<file path="src/serial_port_pkg.sv">
// constants, field layouts and carrier types of the serial port register core
// assumes a 125 MHz system clock and APB word access, one register per word
// How it works
// RL1 - send register resets zero, CPU cannot reach
// RL2 - high send write sets full, starts idle sender
// RL3 - full flag clears once data enters shifter
// RL4 - busy sender keeps data pending, sends afterwards
// RL5 - write while full replaces pending send data
// RL6 - software checks full flag before writing data
// RL7 - both receive control registers reset to zero
// RL8 - synchronous frame clears enable; UART leaves it
// RL9 - control zero holds length and mode fields
// RL10 - format bit three picks receive bit order
// RL11 - format bit two picks odd/even parity
// RL12 - format bit one says parity bit present
// RL13 - format bit zero picks sync clock source
// RL14 - receive shifter resets zero, CPU cannot reach
// RL15 - frame end loads buffer and raises interrupt; code keeps the old byte in the buffer while it is still unread
// RL16 - receive buffer read-only nibbles, held until next
// RL17 - unread buffer on frame end flags overrun
// RL18 - baud select resets twelve, low bits pick
// RL19 - status read-only, zero at reset, read clears
// RL20 - parity mismatch sets parity fault flag
// RL21 - UART bad start/stop sets framing fault, interrupt
// RL22 - mode zero is UART, one synchronous
// RL23 - software writes low nibble before high nibble
// RL24 - flag set beats clear by status read
package serial_port_pkg;

	// ****************************************
	// clocking and bit timing
	// ****************************************
	localparam int unsigned SYS_CLK_HZ = 125_000_000;
	localparam int unsigned BAUD_BASE_BPS = 9600;
	localparam int unsigned BAUD_BASE_CYCLES = SYS_CLK_HZ / BAUD_BASE_BPS;
	localparam int unsigned INT_CLK_HZ = 32768;
	localparam int unsigned INT_HALF_CYCLES = SYS_CLK_HZ / (2 * INT_CLK_HZ);
	localparam int CNT_W = 17;

	// ****************************************
	// register map (index; byte address is four times)
	// ****************************************
	localparam int ADDR_W = 12;
	localparam logic [9:0] IDX_TX_BUFFER_LOW = 10'h0A4;
	localparam logic [9:0] IDX_TX_BUFFER_HIGH = 10'h0A5;
	localparam logic [9:0] IDX_RX_BUFFER_LOW = 10'h0A8;
	localparam logic [9:0] IDX_RX_BUFFER_HIGH = 10'h0A9;
	localparam logic [9:0] IDX_RX_MODE_CONTROL = 10'h0AA;
	localparam logic [9:0] IDX_RX_FORMAT_CONTROL = 10'h0AB;
	localparam logic [9:0] IDX_RX_BAUD_SELECT = 10'h0AC;
	localparam logic [9:0] IDX_SERIAL_ERROR_STATUS = 10'h0AD;

	// ****************************************
	// reset values and field positions
	// ****************************************
	localparam logic [3:0] RST_NIBBLE = 4'h0;
	localparam logic [3:0] RST_BAUD_SELECT = 4'hC;
	localparam logic [7:0] RST_BYTE = 8'h00;
	localparam int BIT_RX_ENABLE = 3;
	localparam int BIT_RX_LENGTH_HI = 2;
	localparam int BIT_RX_LENGTH_LO = 1;
	localparam int BIT_RX_MODE = 0;
	localparam int BIT_TX_PENDING = 3;
	localparam int BIT_PARITY_FAULT = 2;
	localparam int BIT_OVERRUN = 1;
	localparam int BIT_FRAMING_FAULT = 0;
	localparam logic [2:0] RX_LAST_BASE = 3'h4;
	localparam logic [3:0] TX_BITS = 4'h9;
	localparam logic MODE_UART = 1'b0;
	localparam logic MODE_SYNC = 1'b1;

	// ****************************************
	// carriers
	// ****************************************
	typedef struct packed {
		logic rx_enable_bit;
		logic rx_length_hi;
		logic rx_length_lo;
		logic rx_mode_select;
	} rx_mode_t;

	typedef struct packed {
		logic rx_bit_order;
		logic rx_parity_sense;
		logic rx_parity_on;
		logic rx_clock_source;
	} rx_format_t;

	typedef struct packed {
		logic tx_pending_flag;
		logic parity_fault_flag;
		logic overrun_flag;
		logic framing_fault_flag;
	} status_t;

	typedef enum logic [2:0] {
		RX_IDLE = 3'b000,
		RX_START = 3'b001,
		RX_DATA = 3'b010,
		RX_PARITY = 3'b011,
		RX_STOP = 3'b100
	} rx_state_t;

endpackage

</file>
<file path="src/serial_port_core.sv">
// register-side core of the serial port: APB registers, send path, receive path
// assumes rxd_i and rx_clk_i come from pins and are asynchronous to clk_sys_i
//
// Implementation choice: the APB interface to the registers.
`timescale 1ns/1ps
`default_nettype none

module serial_port_core
	import serial_port_pkg::*;
#(
	parameter int unsigned BAUD_CYCLES = BAUD_BASE_CYCLES
) (
	// clock and reset
	input wire logic clk_sys_i,
	input wire logic rst_n_i,
	// apb slave
	input wire logic psel_i,
	input wire logic penable_i,
	input wire logic pwrite_i,
	input wire logic [ADDR_W-1:0] paddr_i,
	input wire logic [31:0] pwdata_i,
	output logic pready_o,
	output logic [31:0] prdata_o,
	output logic pslverr_o,
	// serial line
	input wire logic rxd_i,
	input wire logic rx_clk_i,
	output logic rx_clk_o,
	output logic rx_clk_oe_o,
	output logic txd_o,
	// receive interrupt request
	output logic rx_irq_o
);

	// ****************************************
	// pin synchronisers
	// ****************************************
	logic rxd_meta, rxd_sync, rxd_prev;
	logic rxclk_meta, rxclk_sync, rxclk_prev;

	always_ff @(posedge clk_sys_i or negedge rst_n_i) begin
		if (!rst_n_i) begin
			rxd_meta <= 1'b1;
			rxd_sync <= 1'b1;
			rxd_prev <= 1'b1;
			rxclk_meta <= 1'b1;
			rxclk_sync <= 1'b1;
			rxclk_prev <= 1'b1;
		end else begin
			rxd_meta <= rxd_i;
			rxd_sync <= rxd_meta;
			rxd_prev <= rxd_sync;
			rxclk_meta <= rx_clk_i;
			rxclk_sync <= rxclk_meta;
			rxclk_prev <= rxclk_sync;
		end
	end

	// ****************************************
	// apb decode
	// ****************************************
	rx_mode_t rx_mode;
	rx_format_t rx_fmt;
	status_t status;
	logic [3:0] baud_sel;
	logic [7:0] tx_buf;
	logic [7:0] rx_buf;
	logic [2:0] status_seen;
	logic [3:0] read_value;
	logic mapped;
	logic [9:0] idx;
	logic setup, access, wr, rd;

	assign idx = paddr_i[ADDR_W-1:2];
	assign setup = psel_i & ~penable_i;
	assign access = psel_i & penable_i & pready_o;
	assign wr = access & pwrite_i & mapped;
	assign rd = access & ~pwrite_i & mapped;

	always_comb begin
		mapped = 1'b1;
		read_value = RST_NIBBLE;
		case (idx)
			IDX_TX_BUFFER_LOW: read_value = tx_buf[3:0];
			IDX_TX_BUFFER_HIGH: read_value = tx_buf[7:4];
			IDX_RX_BUFFER_LOW: read_value = rx_buf[3:0]; // see RL16
			IDX_RX_BUFFER_HIGH: read_value = rx_buf[7:4];
			IDX_RX_MODE_CONTROL: read_value = rx_mode;
			IDX_RX_FORMAT_CONTROL: read_value = rx_fmt;
			IDX_RX_BAUD_SELECT: read_value = baud_sel;
			IDX_SERIAL_ERROR_STATUS: read_value = status;
			default: mapped = 1'b0;
		endcase
	end

	// no wait state: every bus output comes from a flop loaded in the setup cycle
	always_ff @(posedge clk_sys_i or negedge rst_n_i) begin
		if (!rst_n_i) begin
			pready_o <= 1'b0;
			prdata_o <= 32'h0000_0000;
			pslverr_o <= 1'b0;
			status_seen <= 3'h0;
		end else begin
			pready_o <= setup;
			pslverr_o <= setup & ~mapped;
			if (setup) begin
				prdata_o <= {28'h000_0000, read_value};
				// only flags that software actually saw may be cleared
				status_seen <= (~pwrite_i && idx == IDX_SERIAL_ERROR_STATUS) ?
					status[2:0] : 3'h0;
			end
		end
	end

	// ****************************************
	// control registers
	// ****************************************
	logic done_evt, abort_evt;

	always_ff @(posedge clk_sys_i or negedge rst_n_i) begin
		if (!rst_n_i) begin
			rx_mode <= RST_NIBBLE; // see RL7
			rx_fmt <= RST_NIBBLE;
			baud_sel <= RST_BAUD_SELECT; // see RL18
		end else begin
			if (wr && idx == IDX_RX_MODE_CONTROL) begin
				rx_mode <= pwdata_i[3:0]; // see RL9
			end else if (done_evt && rx_mode.rx_mode_select == MODE_SYNC) begin
				rx_mode.rx_enable_bit <= 1'b0; // see RL8
			end
			if (wr && idx == IDX_RX_FORMAT_CONTROL) begin
				rx_fmt <= pwdata_i[3:0];
			end
			if (wr && idx == IDX_RX_BAUD_SELECT) begin
				baud_sel <= pwdata_i[3:0];
			end
		end
	end

	// ****************************************
	// send path
	// ****************************************
	logic tx_busy;
	logic [8:0] tx_shift;
	logic [3:0] tx_cnt;
	logic [CNT_W-1:0] tx_timer;
	logic tx_load, tx_high_wr;

	assign tx_high_wr = wr && idx == IDX_TX_BUFFER_HIGH;
	assign tx_load = status.tx_pending_flag & ~tx_busy; // see RL2

	always_ff @(posedge clk_sys_i or negedge rst_n_i) begin
		if (!rst_n_i) begin
			tx_buf <= RST_BYTE;
		end else begin
			// a pending byte is simply overwritten
			if (wr && idx == IDX_TX_BUFFER_LOW) begin
				tx_buf[3:0] <= pwdata_i[3:0]; // see RL5
			end
			if (tx_high_wr) begin
				tx_buf[7:4] <= pwdata_i[3:0]; // see RL5
			end
		end
	end

	always_ff @(posedge clk_sys_i or negedge rst_n_i) begin
		if (!rst_n_i) begin
			tx_busy <= 1'b0;
			tx_shift <= 9'h000; // see RL1
			tx_cnt <= 4'h0;
			tx_timer <= '0;
			txd_o <= 1'b1;
		end else if (tx_load) begin
			tx_busy <= 1'b1;
			tx_shift <= {1'b1, tx_buf};
			tx_cnt <= TX_BITS;
			tx_timer <= CNT_W'(BAUD_CYCLES - 1);
			txd_o <= 1'b0;
		end else if (tx_busy) begin
			if (tx_timer != '0) begin
				tx_timer <= tx_timer - 1'b1;
			end else if (tx_cnt == 4'h0) begin
				tx_busy <= 1'b0; // see RL4
			end else begin
				txd_o <= tx_shift[0];
				tx_shift <= {1'b0, tx_shift[8:1]};
				tx_cnt <= tx_cnt - 1'b1;
				tx_timer <= CNT_W'(BAUD_CYCLES - 1);
			end
		end
	end

	// ****************************************
	// internal shift clock
	// ****************************************
	logic int_run;
	logic [CNT_W-1:0] int_div;
	logic int_rise, ext_rise, shift_edge;

	assign int_run = rx_mode.rx_mode_select & rx_fmt.rx_clock_source & rx_mode.rx_enable_bit;
	assign int_rise = int_run & (int_div == '0) & ~rx_clk_o;
	assign ext_rise = rxclk_sync & ~rxclk_prev;
	assign shift_edge = rx_fmt.rx_clock_source ? int_rise : ext_rise; // see RL13

	always_ff @(posedge clk_sys_i or negedge rst_n_i) begin
		if (!rst_n_i) begin
			int_div <= '0;
			rx_clk_o <= 1'b1;
			rx_clk_oe_o <= 1'b0;
		end else begin
			rx_clk_oe_o <= rx_mode.rx_mode_select & rx_fmt.rx_clock_source;
			if (!int_run) begin
				int_div <= CNT_W'(INT_HALF_CYCLES - 1);
				rx_clk_o <= 1'b1;
			end else if (int_div == '0) begin
				int_div <= CNT_W'(INT_HALF_CYCLES - 1);
				rx_clk_o <= ~rx_clk_o;
			end else begin
				int_div <= int_div - 1'b1;
			end
		end
	end

	// ****************************************
	// receive sequencer
	// ****************************************
	rx_state_t rx_state;
	logic [7:0] rx_shift;
	logic [2:0] rx_cnt, rx_last, rx_pos;
	logic rx_par, stop_fault;
	logic [CNT_W-1:0] rx_timer, bit_cycles;
	logic is_uart, tick, last_bit;

	assign is_uart = rx_mode.rx_mode_select == MODE_UART; // see RL22
	assign bit_cycles = CNT_W'(BAUD_CYCLES) << baud_sel[1:0]; // see RL18
	assign tick = is_uart ? (rx_timer == '0) : shift_edge;
	assign rx_last = RX_LAST_BASE + {1'b0, rx_mode.rx_length_hi, rx_mode.rx_length_lo};
	assign rx_pos = rx_fmt.rx_bit_order ? rx_last - rx_cnt : rx_cnt; // see RL10
	assign last_bit = rx_cnt == rx_last;

	always_ff @(posedge clk_sys_i or negedge rst_n_i) begin
		if (!rst_n_i) begin
			rx_state <= RX_IDLE;
			rx_shift <= RST_BYTE; // see RL14
			rx_cnt <= 3'h0;
			rx_par <= 1'b0;
			rx_timer <= '0;
			done_evt <= 1'b0;
			abort_evt <= 1'b0;
			stop_fault <= 1'b0;
		end else begin
			done_evt <= 1'b0;
			abort_evt <= 1'b0;
			if (rx_state != RX_IDLE && is_uart && rx_timer != '0) begin
				rx_timer <= rx_timer - 1'b1;
			end
			case (rx_state)
				RX_IDLE: begin
					rx_cnt <= 3'h0;
					stop_fault <= 1'b0;
					if (rx_mode.rx_enable_bit) begin
						if (is_uart && rxd_prev && !rxd_sync) begin
							rx_shift <= RST_BYTE;
							rx_timer <= bit_cycles >> 1;
							rx_state <= RX_START;
						end else if (!is_uart) begin
							rx_shift <= RST_BYTE;
							rx_state <= RX_DATA;
						end
					end
				end
				RX_START: begin
					if (rx_timer == '0) begin
						if (rxd_sync) begin
							abort_evt <= 1'b1; // see RL21
							done_evt <= 1'b1;
							rx_state <= RX_IDLE;
						end else begin
							// reload one short: the zero cycle itself counts in the bit time
							rx_timer <= bit_cycles - 1'b1;
							rx_state <= RX_DATA;
						end
					end
				end
				RX_DATA: begin
					if (tick) begin
						rx_shift[rx_pos] <= rxd_sync;
						rx_cnt <= rx_cnt + 1'b1;
						rx_timer <= bit_cycles - 1'b1;
						if (last_bit) begin
							if (rx_fmt.rx_parity_on) begin
								rx_state <= RX_PARITY; // see RL12
							end else if (is_uart) begin
								rx_state <= RX_STOP;
							end else begin
								done_evt <= 1'b1;
								rx_state <= RX_IDLE;
							end
						end
					end
				end
				RX_PARITY: begin
					if (tick) begin
						rx_par <= rxd_sync;
						rx_timer <= bit_cycles - 1'b1;
						if (is_uart) begin
							rx_state <= RX_STOP;
						end else begin
							done_evt <= 1'b1;
							rx_state <= RX_IDLE;
						end
					end
				end
				RX_STOP: begin
					if (tick) begin
						stop_fault <= ~rxd_sync; // see RL21
						done_evt <= 1'b1;
						rx_state <= RX_IDLE;
					end
				end
				default: rx_state <= RX_IDLE;
			endcase
		end
	end

	// ****************************************
	// receive buffer, status and interrupt
	// ****************************************
	logic rx_unread, load_evt, parity_fault_flag_now, framing_fault_flag_now, overrun_flag_now;

	assign load_evt = done_evt & ~abort_evt;
	// odd sense wants an odd count of ones over data and parity
	assign parity_fault_flag_now = load_evt & rx_fmt.rx_parity_on &
		((^rx_shift ^ rx_par) == rx_fmt.rx_parity_sense); // see RL11
	assign framing_fault_flag_now = done_evt & is_uart & (abort_evt | stop_fault);
	assign overrun_flag_now = load_evt & rx_unread; // see RL17

	always_ff @(posedge clk_sys_i or negedge rst_n_i) begin
		if (!rst_n_i) begin
			rx_buf <= RST_BYTE;
			rx_unread <= 1'b0;
		end else begin
			if (load_evt && !rx_unread) begin
				rx_buf <= rx_shift; // see RL15
			end
			// taking the high nibble counts as the byte being taken
			if (load_evt) begin
				rx_unread <= 1'b1;
			end else if (rd && idx == IDX_RX_BUFFER_HIGH) begin
				rx_unread <= 1'b0;
			end
		end
	end

	always_ff @(posedge clk_sys_i or negedge rst_n_i) begin
		if (!rst_n_i) begin
			status <= RST_NIBBLE; // see RL19
		end else begin
			if (tx_high_wr) begin
				status.tx_pending_flag <= 1'b1; // see RL2
			end else if (tx_load) begin
				status.tx_pending_flag <= 1'b0; // see RL3
			end
			// a new fault outranks the clear by a status read
			if (parity_fault_flag_now) begin
				status.parity_fault_flag <= 1'b1; // see RL20
			end else if (rd && status_seen[BIT_PARITY_FAULT]) begin
				status.parity_fault_flag <= 1'b0; // see RL24
			end
			if (overrun_flag_now) begin
				status.overrun_flag <= 1'b1;
			end else if (rd && status_seen[BIT_OVERRUN]) begin
				status.overrun_flag <= 1'b0; // see RL24
			end
			if (framing_fault_flag_now) begin
				status.framing_fault_flag <= 1'b1;
			end else if (rd && status_seen[BIT_FRAMING_FAULT]) begin
				status.framing_fault_flag <= 1'b0; // see RL24
			end
		end
	end

	always_ff @(posedge clk_sys_i or negedge rst_n_i) begin
		if (!rst_n_i) begin
			rx_irq_o <= 1'b0;
		end else begin
			rx_irq_o <= done_evt; // see RL15
		end
	end

endmodule

`default_nettype wire

</file>
<file path="config.mk">
export PLATFORM = sky130hd
export DESIGN_NAME = serial_port_core
export DESIGN_NICKNAME = d
export VERILOG_FILES = /design/src/serial_port_pkg.sv /design/src/serial_port_core.sv
export SDC_FILE = /design/constraint.sdc
export NUM_CORES = 1
export LEC_CHECK = 0
export BUFFER_PORTS_ARGS = -buffer_cell sky130_fd_sc_hd__buf_2
export CAP_MARGIN = 25
export CORE_UTILIZATION = 35
export DETAILED_ROUTE_END_ITERATION = 16
export PLACE_DENSITY = 0.61
export SYNTH_ARGS = -nofsm -noshare
export SYNTH_HDL_FRONTEND = slang
export SYNTH_SLANG_ARGS = --single-unit
</file>
<file path="constraint.sdc">
create_clock -name clk_sys_i -period 5.4 [get_ports clk_sys_i]
set_input_delay 1.08 -clock clk_sys_i [delete_from_list [all_inputs] [get_ports clk_sys_i]]
set_output_delay 1.08 -clock clk_sys_i [all_outputs]
set_load 0.005 [all_outputs]
</file>
==> parameters.txt <==
Parameter                              Value

CTS
  Post-cts gate resize count    0
  Total number of clock tree sinks    between 100 and 150
  Cts bufs inserted    17
  Clock network latency to the later pin of the worst-skew pair    around 0.42 ns
  Clock tree from TritonCTS    done
  Level count of the clock H-tree    4
  Longest Clk Path Bufs    2
  Post-cts hold buffer count    0
  Buffer count from post-CTS setup fixing    0
  Worst-path clk slew    0.06 ns
  Clock root buffer master    clkbuf_16

Floorplan
  Ports    89
  Die height    between 100 and 150 um
  Area of the core region    around 21000 um^2
  Total Die Area    roughly 22000 um^2
  Number of rows in the core area    53
  Die W    148 um
  Initial core utilization    about 36%

Place
  Post-DP Area    7800 um^2
  PortBufs    30
  Post-placement worst setup slack    approximately 2.1 ns
  Post-DP HPWL    around 12000 um
  Routability congestion estimate    just under 0.9

STA
  Setup skew after layout    ~0.017 ns
  F_max    around 330 MHz
  Final cycle utilization of the critical path    between 50% and 60%
  Finish-stage setup viols    0
  Final Max Slew Viols    0
  Setup repair after global routing missed its margin    false
  Worst-case headroom to the max-slew limit    just over 40%
  Slew of the pin with the lowest slew margin    between 0.8 and 0.9 ns
  Post-route minimum period    slightly above 3 ns
  Setup WS post-layout    2.36 ns
  Total negative setup slack    0 ns
  Final Hold Vio Count    0
  Worst Hold Margin    ~0.35 ns

Global route
  Met1 track utilization from global routing    a little over a fifth
  Met2 Track Usage GR    24.2%
  Number of global-route vias before repair    ~5400
  Grt ovf    0
  GRT Resource Usage Total    approximately 16%
  Largest net degree at the start of global routing    97
  Antenna violations before repair    1
  Global-route met3 utilization    approximately 3%
  Most crowded layer after global routing    met2
  First-pass GRT wire length    27500 um

Setup path
  Slowest stage cell, crit path    or4_4
  Crit Path Max Fanout    8
  Required time worst endpoint    5.69 ns
  Critical Path Most Common Cell    or4_4
  Arrival time of data at the critical path endpoint    about 3.3 ns
  Critical setup path kind    flop to flop
  Critical path, cell by cell    inv_1 > ha_1 > or4b_1 > or4_4 > o21ai_4 > a21oi_4 > or4_4 > a211o_1
  Delay of the slowest cell on the worst path    between 0.5 and 0.6 ns
  Crit. End Element    flop
  Critical path startpoint category    flop

Route
  Number of detailed-routing iterations run before antenna repair    5
  Vias per Instance    between 5 and 6
  Post-detailed-route wirelength per cell    about 15 um
  DRT antenna net count    0
  Post-detailed-routing wire length    about 16000 um
  Count of routing violations after the opening detailed-route iteration    roughly 230
  # DRC    0
  Via total after detailed routing    5560

Yosys
  Syn Std Cell Area    ~7500 um^2
  Register area share after synthesis    45.3%
  Fraction of synthesis flops using an asynchronous set or reset pin    100%
  Mean area per synthesized cell    9.76 um^2
  Number of storage elements in the synthesis netlist    around 140
  Number of unique standard cell types used by synthesis    71
  Post-synth top flop    dfrtp_1
  Yosys warning count    0
  Number of instances in the synthesized netlist    around 770
  Number of enable flip-flop cells after synthesis    0

Flow run
  Max capacitance violation total    0

Power
  Worst supply voltage drop on vdd    between 0.15 and 0.2 mV
  Reported leakage power    about 3.5 nW
  Cell area power density    about 330 nW/um^2

Finish
  Number of fill cells    just over 2000
  Proportion of layout cells with a drive suffix above 1    approximately 16%
  Post-route cell area    roughly 8400 um^2
  Final-stage net count    861
  Most common cell after layout, fill and taps aside    dfrtp_1
  Leading cell types in the layout, fill and taps excluded    dfrtp_1 (125), nand2_1 (80), nor2_1 (72), o21ai_0 (50), mux2_2 (34)
  Post-layout util    40.0%
  Synth-to-layout area growth    12.2%

Hold path
  Min-delay worst type    flop to flop

Run status
  Result of the run    complete, no violations
==> cells in the mapped netlist (all sizes together) (19+ instances only) <==
cell type / count / area [um^2]
a21oi: 21 / 116
dfrtp: 125 / 3130
nand2: 80 / 300
xnor2: 33 / 289
mux2: 34 / 383
o21ai: 53 / 280
clkbuf: 19 / 71.3
nor3: 23 / 126
inv: 25 / 93.8
nor2: 72 / 270
buf: 33 / 233
==> worst max-delay path: cells and delay by family, from the launching register on <==
kind            cells  cell delay (ns)
fa+ha+maj           1             0.16
compound gates      3             0.66
buf+inv             1             0.13
simple gates        3             1.51
flops               1             0.44
==> per-stage QoR <==
stage / instances / total power, mW
global route: 1082 / 2.92
floorplan: 794 / 1.51
finish: 1082 / 2.78
CTS: 1081 / 2.81
global placement: 1049 / 1.61
detailed placement: 1049 / 1.62
==> registers in the layout (all words and copies together) (netlist names), 3 cells and up <==
| register | flops |
|---|---|
| int_div | 17 |
| rx_timer | 17 |
| tx_timer | 17 |
| tx_shift | 9 |
| rx_buf | 8 |
| rx_shift | 8 |
| tx_buf | 8 |
| baud_sel | 4 |
| prdata_o | 4 |
| rx_fmt | 4 |
| rx_mode | 4 |
| status | 4 |
| tx_cnt | 4 |
| rx_cnt | 3 |
| rx_state | 3 |
| status_seen | 3 |
==> final timing paths <==
check / slack [ns] / depth (start not counted) / startpoint / end
max: 2.36 / 8 / int_div[0]$_DFF_PN0_ / rx_timer[9]$_DFF_PN0_
min: 0.35 / 0 / rxclk_meta$_DFF_PN1_ / rxclk_sync$_DFF_PN1_
max reg2reg: 2.36 / 8 / int_div[0]$_DFF_PN0_ / rx_timer[9]$_DFF_PN0_
min reg2reg: 0.35 / 0 / rxclk_meta$_DFF_PN1_ / rxclk_sync$_DFF_PN1_
max in group asynchronous: 3.54 / 2 / rst_n_i / int_div[4]$_DFF_PN0_
min in group asynchronous: 0.75 / 1 / rst_n_i / tx_cnt[2]$_DFFE_PN0P_
==> power breakdown <==
group / leakage, nW / internal, mW / switching, mW / total [mW]
Sequential: 1.72 / 1.07 / 0.0775 / 1.15
Clock: 0.282 / 0.736 / 0.440 / 1.18
Combinational: 1.49 / 0.181 / 0.274 / 0.456
Total: 3.49 / 1.99 / 0.792 / 2.78
==> layer usage <==
layer / part of all wire [%] / vias to the layer above / wire [um]
li1: - / 2736 / -
met1: 49 / 2672 / 7970
met2: 46 / 137 / 7530
met3: 4.1 / 15 / 674
met4: 1.4 / 0 / 232
met5: 0 / - / 0
==> layout make-up <==
type	count	area (um^2)	share of cell area, %
Timing Repair Buffer	32	171	2.04
Inverter	25	93.8	1.12
Multi-Input combinational cell	582	3800	45.2
Antenna cell	1	2.50	0.0298
Clock buffer	20	447	5.32
Sequential cell	135	3390	40.4
Tap cell	275	344	4.10
Clock inverter	12	153	1.82
==> cells by family after synthesis <==
| family | after synthesis | share of synthesized area [%] |
|---|---|---|
| compound gates | 143 | 12.6 |
| other cells | 1 | 0.0501 |
| buf+inv | 77 | 5.32 |
| mux | 55 | 8.59 |
| xor+xnor | 48 | 5.62 |
| flops | 135 | 45.3 |
| simple gates | 291 | 19.6 |
| fa+ha+maj | 17 | 2.94 |
Power figures use the tool's default switching activity.
